===== config.mk =====
export PLATFORM = sky130hd
export DESIGN_NAME = pca_compare_capture_watchdog
export DESIGN_NICKNAME = d
export VERILOG_FILES = /design/src/core/pca_pkg.sv /design/src/core/pca_module_unit.sv /design/src/core/pca_compare_capture_watchdog.sv
export SDC_FILE = /design/constraint.sdc
export NUM_CORES = 1
export LEC_CHECK = 0
export ABC_CLOCK_PERIOD_IN_PS = 3800
export BUFFER_PORTS_ARGS = -buffer_cell sky130_fd_sc_hd__buf_2
export CAP_MARGIN = 40
export CORE_MARGIN = 2
export CORE_UTILIZATION = 60
export DETAILED_ROUTE_END_ITERATION = 8
export PLACE_DENSITY = 0.86
export SYNTH_ARGS = -nofsm -noshare
export SYNTH_HDL_FRONTEND = slang
export SYNTH_SLANG_ARGS = --single-unit

===== constraint.sdc =====
create_clock -name clk_sys -period 3.8 [get_ports clk_sys]
set_clock_uncertainty 0.05 [all_clocks]
set_input_delay 0.38 -clock clk_sys [delete_from_list [all_inputs] [get_ports clk_sys]]
set_output_delay 0.38 -clock clk_sys [all_outputs]
set_load 0.02 [all_outputs]

===== src/core/pca_pkg.sv =====
// Shared constants, register map and carrier types of the counter array.
package pca_pkg;

    // ----------------------------------------------------------------
    // Sizes
    // ----------------------------------------------------------------
    localparam int NUM_MODULES = 5;
    localparam int ADDR_W = 12;
    localparam int IDX_W = 10;
    localparam int WDOG_MODULE = 4;

    // ----------------------------------------------------------------
    // Register indexes; byte address is four times the index
    // ----------------------------------------------------------------
    localparam logic [IDX_W-1:0] IDX_FLAGS = 10'h0D8;
    localparam logic [IDX_W-1:0] IDX_WDOG_CTRL = 10'h0D9;
    localparam logic [IDX_W-1:0] IDX_MODE_BASE = 10'h0DA;
    localparam logic [IDX_W-1:0] IDX_COUNT_LOW = 10'h0E9;
    localparam logic [IDX_W-1:0] IDX_CMP_LOW_BASE = 10'h0EA;
    localparam logic [IDX_W-1:0] IDX_COUNT_HIGH = 10'h0F9;
    localparam logic [IDX_W-1:0] IDX_CMP_HIGH_BASE = 10'h0FA;

    // ----------------------------------------------------------------
    // Field positions and values
    // ----------------------------------------------------------------
    localparam int FLAG_RUN_BIT = 6;
    localparam int WDOG_EN_BIT = 0;
    localparam int WDOG_SEEN_BIT = 1;
    localparam logic [7:0] BYTE_ZERO = 8'h00;
    localparam logic [7:0] COUNT_LOW_MAX = 8'hFF;
    localparam logic [15:0] COUNT_STEP = 16'h0001;
    localparam logic PIN_IDLE = 1'b1;
    localparam logic [1:0] RESP_OKAY = 2'h0;
    localparam logic [1:0] RESP_SLVERR = 2'h2;

    // ----------------------------------------------------------------
    // Types
    // ----------------------------------------------------------------
    typedef struct packed {
        logic reserved;
        logic compare_enable;
        logic positive_edge_capture_enable;
        logic negative_edge_capture_enable;
        logic equal_flag_enable;
        logic flip_output_enable;
        logic pulse_width_enable;
        logic module_irq_enable;
    } mode_s;

    localparam mode_s MODE_RESET = '0;

    typedef struct packed {
        logic [ADDR_W-1:0] awaddr;
        logic awvalid;
        logic [31:0] wdata;
        logic [3:0] wstrb;
        logic wvalid;
        logic bready;
        logic [ADDR_W-1:0] araddr;
        logic arvalid;
        logic rready;
    } axil_req_s;

    typedef struct packed {
        logic awready;
        logic wready;
        logic bvalid;
        logic [1:0] bresp;
        logic arready;
        logic rvalid;
        logic [31:0] rdata;
        logic [1:0] rresp;
    } axil_rsp_s;

endpackage : pca_pkg


===== src/core/pca_module_unit.sv =====
// One compare/capture module: edge capture, match, toggle output and PWM.
`timescale 1ns/1ps
module pca_module_unit (
    input wire logic clk_sys,
    input wire logic reset_n,
    input wire pca_pkg::mode_s mode,
    input wire logic [15:0] count,
    input wire logic moved,
    input wire logic wrap,
    input wire logic [7:0] cmp_lo,
    input wire logic [7:0] cmp_hi,
    input wire logic pin_in,
    output logic capture,
    output logic match,
    output logic pin_out,
    output logic pin_oe
);
    import pca_pkg::*;

    typedef struct packed {
        logic primed;
        logic pin_prev;
        logic [7:0] duty;
        logic hso_level;
        logic pin_out;
        logic pin_oe;
    } unit_state_s;

    unit_state_s s_q;
    unit_state_s s_d;
    logic pwm_on;
    logic hso_on;

    always_comb begin
        s_d = s_q;
        s_d.pin_prev = pin_in;
        s_d.primed = 1'b1;
        capture = s_q.primed &&
            ((mode.positive_edge_capture_enable && pin_in && !s_q.pin_prev) ||
             (mode.negative_edge_capture_enable && !pin_in && s_q.pin_prev));
        match = moved && mode.compare_enable && mode.equal_flag_enable &&
            (count == {cmp_hi, cmp_lo});
        hso_on = mode.flip_output_enable && mode.equal_flag_enable && mode.compare_enable;
        if (match && mode.flip_output_enable) begin
            s_d.hso_level = !s_q.hso_level;
        end
        pwm_on = mode.pulse_width_enable && mode.compare_enable;
        if (wrap) begin
            s_d.duty = cmp_hi;
        end
        if (pwm_on) begin
            s_d.pin_out = (count[7:0] >= s_q.duty);
        end else begin
            s_d.pin_out = s_d.hso_level;
        end
        s_d.pin_oe = pwm_on || hso_on;
    end

    always_ff @(posedge clk_sys or negedge reset_n) begin
        if (!reset_n) begin
            s_q <= '{primed: 1'b0, pin_prev: 1'b0, duty: BYTE_ZERO, hso_level: PIN_IDLE,
                     pin_out: PIN_IDLE, pin_oe: 1'b0};
        end else begin
            s_q <= s_d;
        end
    end

    assign pin_out = s_q.pin_out;
    assign pin_oe = s_q.pin_oe;

endmodule : pca_module_unit


===== src/core/pca_compare_capture_watchdog.sv =====
// Five-module counter array with capture, compare, toggle, PWM and watchdog.
//
// Behaviour
// - Capture runs when either or both edge enables are set; pin watched.
// - Valid pin edge copies counter high and low into the compare bytes.
// - Event sets module flag; interrupt only while flag and enable both set.
// - With compare and match enables, equality of counter and value flags.
// - Writing the compare low byte clears compare enable.
// - Writing the compare high byte sets compare enable.
// - Compare enable also directly readable and writable in the mode register.
// - Toggle mode inverts the pin on every match.
// - Toggle mode needs toggle, match and compare enables all set.
// - All PWM outputs share the counter frequency; duty is per module.
// - PWM pin low while counter low byte below duty, otherwise high.
// - Duty reloads from compare high byte when low byte wraps to zero.
// - PWM needs pulse width enable and compare enable.
// - Only module 4 does watchdog; otherwise it works in any mode.
// - Watchdog match of 16-bit value and counter raises internal reset.
// - Watchdog reset stays internal; no reset pin is driven.
// - Clearing watchdog enable before a match suppresses the reset.
// - Counter low byte is a read/write register, reset zero.
// - Counter high byte is a read/write register, reset zero.
// - Mode register bits 6..0 hold the module enables; bit 7 reserved.
// - Compare value bytes reset to zero.
`timescale 1ns/1ps
module pca_compare_capture_watchdog (
    input wire logic clk_sys,
    input wire logic reset_n,
    input wire pca_pkg::axil_req_s axil_req,
    output pca_pkg::axil_rsp_s axil_rsp,
    input wire logic [pca_pkg::NUM_MODULES-1:0] module_io_pin_in,
    output logic [pca_pkg::NUM_MODULES-1:0] module_io_pin_out,
    output logic [pca_pkg::NUM_MODULES-1:0] module_io_pin_oe,
    output logic module_irq,
    output logic watchdog_reset_req
);
    import pca_pkg::*;

    // ----------------------------------------------------------------
    // State
    // ----------------------------------------------------------------
    typedef struct packed {
        logic awready;
        logic wready;
        logic arready;
        logic aw_full;
        logic [ADDR_W-1:0] aw_addr;
        logic w_full;
        logic [7:0] w_byte;
        logic w_en;
        logic bvalid;
        logic [1:0] bresp;
        logic rvalid;
        logic [1:0] rresp;
        logic [7:0] rdata;
        logic [15:0] count;
        logic moved;
        logic wrap;
        logic run;
        logic [NUM_MODULES-1:0] flags;
        logic wdog_en;
        logic wdog_seen;
        logic wdog_reset;
        logic irq;
        logic [NUM_MODULES-1:0][7:0] cmp_lo;
        logic [NUM_MODULES-1:0][7:0] cmp_hi;
        logic [NUM_MODULES-1:0][7:0] mode;
    } top_state_s;

    top_state_s s_q;
    top_state_s s_d;

    logic [NUM_MODULES-1:0] capture;
    logic [NUM_MODULES-1:0] match;
    logic [NUM_MODULES-1:0] unit_pin_out;
    logic [NUM_MODULES-1:0] unit_pin_oe;
    logic [NUM_MODULES-1:0] irq_en;

    // ----------------------------------------------------------------
    // Decode helpers
    // ----------------------------------------------------------------
    function automatic logic bank_hit(input logic [IDX_W-1:0] idx,
                                      input logic [IDX_W-1:0] base);
        bank_hit = (idx >= base) && (idx < base + IDX_W'(NUM_MODULES));
    endfunction : bank_hit

    function automatic logic [2:0] bank_sel(input logic [IDX_W-1:0] idx,
                                            input logic [IDX_W-1:0] base);
        logic [IDX_W-1:0] diff;
        diff = idx - base;
        bank_sel = diff[2:0];
    endfunction : bank_sel

    function automatic logic [IDX_W-1:0] addr_idx(input logic [ADDR_W-1:0] addr);
        addr_idx = addr[ADDR_W-1:2];
    endfunction : addr_idx

    // Compare enable is one field of the stored mode byte.
    function automatic logic [7:0] set_cmp_en(input logic [7:0] mode_byte,
                                              input logic value);
        mode_s m;
        m = mode_s'(mode_byte);
        m.compare_enable = value;
        set_cmp_en = m;
    endfunction : set_cmp_en

    // Interrupt enable field of a stored mode byte.
    function automatic logic irq_bit(input logic [7:0] mode_byte);
        mode_s m;
        m = mode_s'(mode_byte);
        irq_bit = m.module_irq_enable;
    endfunction : irq_bit

    // ----------------------------------------------------------------
    // Module units
    // ----------------------------------------------------------------
    // One counter feeds every unit, so all PWM outputs share a frequency
    // while each unit keeps its own duty byte.
    genvar gi;
    generate
        for (gi = 0; gi < NUM_MODULES; gi++) begin : g_unit
            pca_module_unit u_unit (
                .clk_sys(clk_sys),
                .reset_n(reset_n),
                .mode(mode_s'(s_q.mode[gi])),
                .count(s_q.count),
                .moved(s_q.moved),
                .wrap(s_q.wrap),
                .cmp_lo(s_q.cmp_lo[gi]),
                .cmp_hi(s_q.cmp_hi[gi]),
                .pin_in(module_io_pin_in[gi]),
                .capture(capture[gi]),
                .match(match[gi]),
                .pin_out(unit_pin_out[gi]),
                .pin_oe(unit_pin_oe[gi])
            );
        end
    endgenerate

    // ----------------------------------------------------------------
    // Next state
    // ----------------------------------------------------------------
    always_comb begin
        logic [IDX_W-1:0] ridx;
        logic [IDX_W-1:0] widx;
        logic [2:0] sel;
        logic hit;
        mode_s wmode;
        ridx = addr_idx(axil_req.araddr);
        widx = addr_idx(s_q.aw_addr);
        sel = 3'h0;
        hit = 1'b0;
        wmode = MODE_RESET;
        irq_en = '0;
        s_d = s_q;
        s_d.moved = 1'b0;
        s_d.wrap = 1'b0;
        s_d.wdog_reset = 1'b0;

        if (s_q.run) begin
            s_d.count = s_q.count + COUNT_STEP;
            s_d.moved = 1'b1;
            s_d.wrap = (s_q.count[7:0] == COUNT_LOW_MAX);
        end

        // Read channel: one outstanding read, data sampled at acceptance.
        if (s_q.rvalid && axil_req.rready) begin
            s_d.rvalid = 1'b0;
        end
        if (s_q.arready && axil_req.arvalid) begin
            s_d.rvalid = 1'b1;
            s_d.rresp = RESP_OKAY;
            s_d.rdata = BYTE_ZERO;
            if (ridx == IDX_FLAGS) begin
                s_d.rdata[FLAG_RUN_BIT] = s_q.run;
                s_d.rdata[NUM_MODULES-1:0] = s_q.flags;
            end else if (ridx == IDX_WDOG_CTRL) begin
                s_d.rdata[WDOG_EN_BIT] = s_q.wdog_en;
                s_d.rdata[WDOG_SEEN_BIT] = s_q.wdog_seen;
            end else if (ridx == IDX_COUNT_LOW) begin
                s_d.rdata = s_q.count[7:0];
            end else if (ridx == IDX_COUNT_HIGH) begin
                s_d.rdata = s_q.count[15:8];
            end else if (bank_hit(ridx, IDX_MODE_BASE)) begin
                s_d.rdata = {1'b0, s_q.mode[bank_sel(ridx, IDX_MODE_BASE)][6:0]};
            end else if (bank_hit(ridx, IDX_CMP_LOW_BASE)) begin
                s_d.rdata = s_q.cmp_lo[bank_sel(ridx, IDX_CMP_LOW_BASE)];
            end else if (bank_hit(ridx, IDX_CMP_HIGH_BASE)) begin
                s_d.rdata = s_q.cmp_hi[bank_sel(ridx, IDX_CMP_HIGH_BASE)];
            end else begin
                s_d.rresp = RESP_SLVERR;
            end
        end

        // Write channels are taken independently and joined here.
        if (s_q.bvalid && axil_req.bready) begin
            s_d.bvalid = 1'b0;
        end
        if (s_q.awready && axil_req.awvalid) begin
            s_d.aw_full = 1'b1;
            s_d.aw_addr = axil_req.awaddr;
        end
        if (s_q.wready && axil_req.wvalid) begin
            s_d.w_full = 1'b1;
            s_d.w_byte = axil_req.wdata[7:0];
            s_d.w_en = axil_req.wstrb[0];
        end
        if (s_q.aw_full && s_q.w_full && !s_q.bvalid) begin
            s_d.aw_full = 1'b0;
            s_d.w_full = 1'b0;
            s_d.bvalid = 1'b1;
            s_d.bresp = RESP_OKAY;
            hit = 1'b1;
            wmode = mode_s'(s_q.w_byte);
            if (widx == IDX_FLAGS) begin
                // Zero clears a flag; a hardware set this cycle still wins below.
                if (s_q.w_en) begin
                    s_d.run = s_q.w_byte[FLAG_RUN_BIT];
                    s_d.flags = s_q.flags & s_q.w_byte[NUM_MODULES-1:0];
                end
            end else if (widx == IDX_WDOG_CTRL) begin
                // The fired bit only clears from software; the watchdog sets it.
                if (s_q.w_en) begin
                    s_d.wdog_en = s_q.w_byte[WDOG_EN_BIT];
                    s_d.wdog_seen = s_q.wdog_seen && s_q.w_byte[WDOG_SEEN_BIT];
                end
            end else if (widx == IDX_COUNT_LOW) begin
                if (s_q.w_en) begin
                    s_d.count[7:0] = s_q.w_byte;
                    s_d.moved = 1'b1;
                end
            end else if (widx == IDX_COUNT_HIGH) begin
                if (s_q.w_en) begin
                    s_d.count[15:8] = s_q.w_byte;
                    s_d.moved = 1'b1;
                end
            end else if (bank_hit(widx, IDX_MODE_BASE)) begin
                sel = bank_sel(widx, IDX_MODE_BASE);
                if (s_q.w_en) begin
                    wmode.reserved = 1'b0;
                    s_d.mode[sel] = wmode;
                end
            end else if (bank_hit(widx, IDX_CMP_LOW_BASE)) begin
                sel = bank_sel(widx, IDX_CMP_LOW_BASE);
                if (s_q.w_en) begin
                    s_d.cmp_lo[sel] = s_q.w_byte;
                    s_d.mode[sel] = set_cmp_en(s_q.mode[sel], 1'b0);
                end
            end else if (bank_hit(widx, IDX_CMP_HIGH_BASE)) begin
                sel = bank_sel(widx, IDX_CMP_HIGH_BASE);
                if (s_q.w_en) begin
                    s_d.cmp_hi[sel] = s_q.w_byte;
                    s_d.mode[sel] = set_cmp_en(s_q.mode[sel], 1'b1);
                end
            end else begin
                hit = 1'b0;
            end
            if (!hit) begin
                s_d.bresp = RESP_SLVERR;
            end
        end

        // Capture lands after the bus write so a pin edge is never lost
        // to a simultaneous software write of the same bytes.
        for (int i = 0; i < NUM_MODULES; i++) begin
            if (capture[i]) begin
                s_d.cmp_lo[i] = s_q.count[7:0];
                s_d.cmp_hi[i] = s_q.count[15:8];
            end
            irq_en[i] = irq_bit(s_d.mode[i]);
        end

        s_d.flags = s_d.flags | capture | match;

        if (match[WDOG_MODULE] && s_q.wdog_en) begin
            s_d.wdog_reset = 1'b1;
            s_d.wdog_seen = 1'b1;
        end

        s_d.irq = |(s_d.flags & irq_en);

        // A channel stays closed while it holds a word or an answer waits.
        s_d.awready = !s_d.aw_full && !s_d.bvalid;
        s_d.wready = !s_d.w_full && !s_d.bvalid;
        s_d.arready = !s_d.rvalid;
    end

    // ----------------------------------------------------------------
    // Registers
    // ----------------------------------------------------------------
    always_ff @(posedge clk_sys or negedge reset_n) begin
        if (!reset_n) begin
            s_q <= '0;
            s_q.cmp_lo <= '0;
            s_q.cmp_hi <= '0;
        end else begin
            s_q <= s_d;
        end
    end

    // ----------------------------------------------------------------
    // Outputs
    // ----------------------------------------------------------------
    // The reset request is a separate internal line; nothing here can
    // pull the device reset pin.
    // reset kept internal
    assign watchdog_reset_req = s_q.wdog_reset;
    assign module_irq = s_q.irq;
    assign module_io_pin_out = unit_pin_out;
    assign module_io_pin_oe = unit_pin_oe;

    assign axil_rsp.awready = s_q.awready;
    assign axil_rsp.wready = s_q.wready;
    assign axil_rsp.bvalid = s_q.bvalid;
    assign axil_rsp.bresp = s_q.bresp;
    assign axil_rsp.arready = s_q.arready;
    assign axil_rsp.rvalid = s_q.rvalid;
    assign axil_rsp.rdata = {24'h000000, s_q.rdata};
    assign axil_rsp.rresp = s_q.rresp;

endmodule : pca_compare_capture_watchdog


==> results_dict.tcl <==
set metrics [dict create \
    max_freq_mhz 311 \
    cts_root_buf "clkbuf_16" \
    drt_iter0_markers 1671 \
    r2r-start "s_q[175]" \
    synth.area.mux_share_pct 8.33 \
    design_area_sq_um 15600 \
    status "finished clean" \
    grt_pass1_vias 11771 \
    grt_max_degree 116 \
    period_minus_slack_ps 3220 \
    clockBufferDepth 3 \
    antenna_left 0 \
    slew_viol_final 0 \
    ys_ff_latch 240 \
    dp_hpwl_mm 31.3 \
    first_pass_iters 6 \
    dieArea_sq_um 24900 \
    antenna_found_initial 0 \
    worstPathArrival_ps 3580 \
    core_area_sq_um 23300 \
    rrSetupSlack_ps 580 \
    worstSetupStartpointType "flip-flop" \
    drc 0 \
    htree_levels 1 \
    end_kind "flip-flop" \
    relSlewSlack_pct 32.4 \
    vias 12177 \
    synth_top_family_by_area "compound AO/OA/AOI/OAI gates" \
    synth_area_sq_um 14200 \
    async_reset_ff_share_pct 100 \
    cp.required_ps 4160 \
    netlist_top_cells_count "dfrtp_1, nand2_1, nor2_1" \
    wl_met3_mm 4.92 \
    synth_most_common_cell "dfrtp_1" \
    rsz0062_at_grt "false" \
    routed_via_density 6.49 \
    synth_area_leaders "dfrtp_1, xor2_1, nand2_1, ha_1, o21ai_0" \
    ir_drop_uv 690 \
    synth_warnings 0 \
    worstReg2RegEnd "module_irq" \
    syn_area_per_cell_sq_um 9.33 \
    clock-sinks 240 \
    cts_resized 0 \
    ios 125 \
    layout.nets 1653 \
    syn_to_final_growth_pct 9.82 \
    route.met2.wl_mm 19.9 \
    power.density_nw_per_um2 477 \
    crit_fanout 15 \
    fin_setup_tns_ps 0 \
    synth-simple-area-share_pct 14.7 \
    crit_type "flip-flop to flip-flop" \
    grt_pass1_wl_mm 68.7 \
    min_path_type "primary input to flip-flop" \
    netlist_instances 1519 \
    highest-signal-layer "met4" \
    cts_tree "done" \
    hold_start "axil_req[0]" \
    synth_ff_type "dfrtp_1" \
    grt_use_total_pct 36.6 \
    maxCapViolCount 0 \
    gr-total-overflow 0 \
    wl_per_cell_um 23.8 \
    ys_seq_area_share_pct 42.5 \
    path_clk_slew_ps 60 \
    p_leak_nw 7.23 \
    synth_top_cell_by_area "dfrtp_1" \
    die_h_um 158 \
    drive_gt1_share_pct 16.1 \
    setup_viol 0 \
    finalWeightedCongestion 1.09 \
    synth_compound_area_share_pct 16.8 \
    wirelength_mm 44.6 \
    tightest_slew_ps 1010 \
    worstRegToRegCells 9 \
    synth_cell_types 69 \
    min_path_cells 2 \
    fin_crit_sh_pct 84.6 \
    place_area_sq_um 14500 \
    synth_top_area_share_pct 40.6 \
    numCtsBuffers 27 \
    final.fill_count 1825 \
    die_w_um 158 \
    synth_xor_area_share_pct 6.18 \
    holdPathEnd "axil_rsp[34]" \
    wl_met1_mm 17.0 \
    rows 56 \
    whs_ps 17.6 \
    clkLatencyLatePin_ps 540 \
    finalHoldViolations 0 \
    synthAdderAreaFrac_pct 3.97 \
    port_buffers 67 \
    synth_edf_count 0 \
    start_util_pct 60.7 \
]
[layout by cell type (no fill, tap or decap), types with 7 or more instances in the layout]
master / count
clkbuf_16: 27
inv_1: 60
mux2i_1: 32
buf_4: 43
dfstp_2: 10
a221o_1: 12
xnor2_1: 22
o21a_1: 7
o21ai_0: 109
xor2_1: 78
o211ai_1: 7
nand4_1: 18
clkbuf_8: 7
nand2b_1: 10
mux4_2: 14
nand2_1: 169
a22oi_1: 43
o22ai_1: 15
a21o_1: 19
nand3_1: 25
ha_1: 45
conb_1: 27
nor3_1: 27
a211oi_1: 8
buf_2: 67
o31ai_1: 7
dfrtp_1: 229
and2_1: 8
and3_1: 19
nor2b_1: 14
nor4_1: 13
mux2_2: 47
a21oi_1: 94
nor2_1: 121
[sequential cells by signal, summed over array words and instances, names as in the netlist]
register,flops
watchdog_reset_req,1
s_q,162
axil_rsp,15
module_irq,1
g_unit.u_unit.pin_out,5
g_unit.u_unit.s_q,51
g_unit.u_unit.pin_oe,5
[cell type report]
cell class	instances	area [sq um]	area share (%)
sequential	240	6020	38.7
clock buffer	35	776	4.99
tap	319	399	2.57
antenna	1	2.50	0.0161
multi-input combinational	1087	7180	46.2
timing repair buffer	120	808	5.19
inverter	60	225	1.45
clock inverter	15	145	0.933
[critical path, cell delays in order (launching register included)]
cell	delay (ps)
dfrtp_1	720
ha_1	270
nand2b_1	150
a21oi_1	190
and3_1	370
buf_4	270
o2111ai_4	250
mux2_2	390
a222oi_1	340
nand2_1	80
[routing by layer]
metal  GRT usage [%]  vias up
li1                -     5306
met1            49.7     5831
met2            55.6      858
met3            7.04      182
met4            20.1        0
met5               0        -
[worst max path at each step]
stage / end / slack, ps / from
after floorplan: g_unit[1].u_unit.pin_out / 1180 / s_q[132]
after global placement: module_irq / 770 / s_q[175]
after detailed placement: module_irq / 680 / s_q[175]
after CTS: module_irq / 660 / s_q[175]
after global routing: module_irq / 480 / s_q[175]
final: module_irq / 580 / s_q[175]
[metrics by stage]
step | total power, W | setup WS [ps] | std cells | util [%]
final | 0.00743 | 584 | 1877 | 66.7
after floorplan | 0.00408 | 1180 | 1544 | -
after CTS | 0.00732 | 662 | 1875 | 66.6
after global placement | 0.00455 | 768 | 1817 | 62.2
after detailed placement | 0.00464 | 684 | 1819 | 62.4
after global routing | 0.00763 | 480 | 1876 | 66.7
[report_power, final]
group | internal (W) | total [W] | switching (W)
Combinational | 0.000594 | 0.00157 | 0.000981
Sequential | 0.00273 | 0.00318 | 0.000449
Clock | 0.00158 | 0.00268 | 0.00110
Total | 0.00490 | 0.00743 | 0.00253
[cells by family (layout without fill, tap and decap cells)]
logic type | after synthesis | after routing
xor+xnor | 100 | 100
flops | 240 | 240
buf+inv | 217 | 230
simple gates | 452 | 452
other cells | 2 | 28
compound gates | 369 | 369
mux | 94 | 94
fa+ha+maj | 45 | 45
[repair_timing]
item	4_1_cts	5_1_grt
setup buffers	0	0
hold buffers	6	0
hold endpoints to repair	107	0
Power figures use the tool's default switching activity.
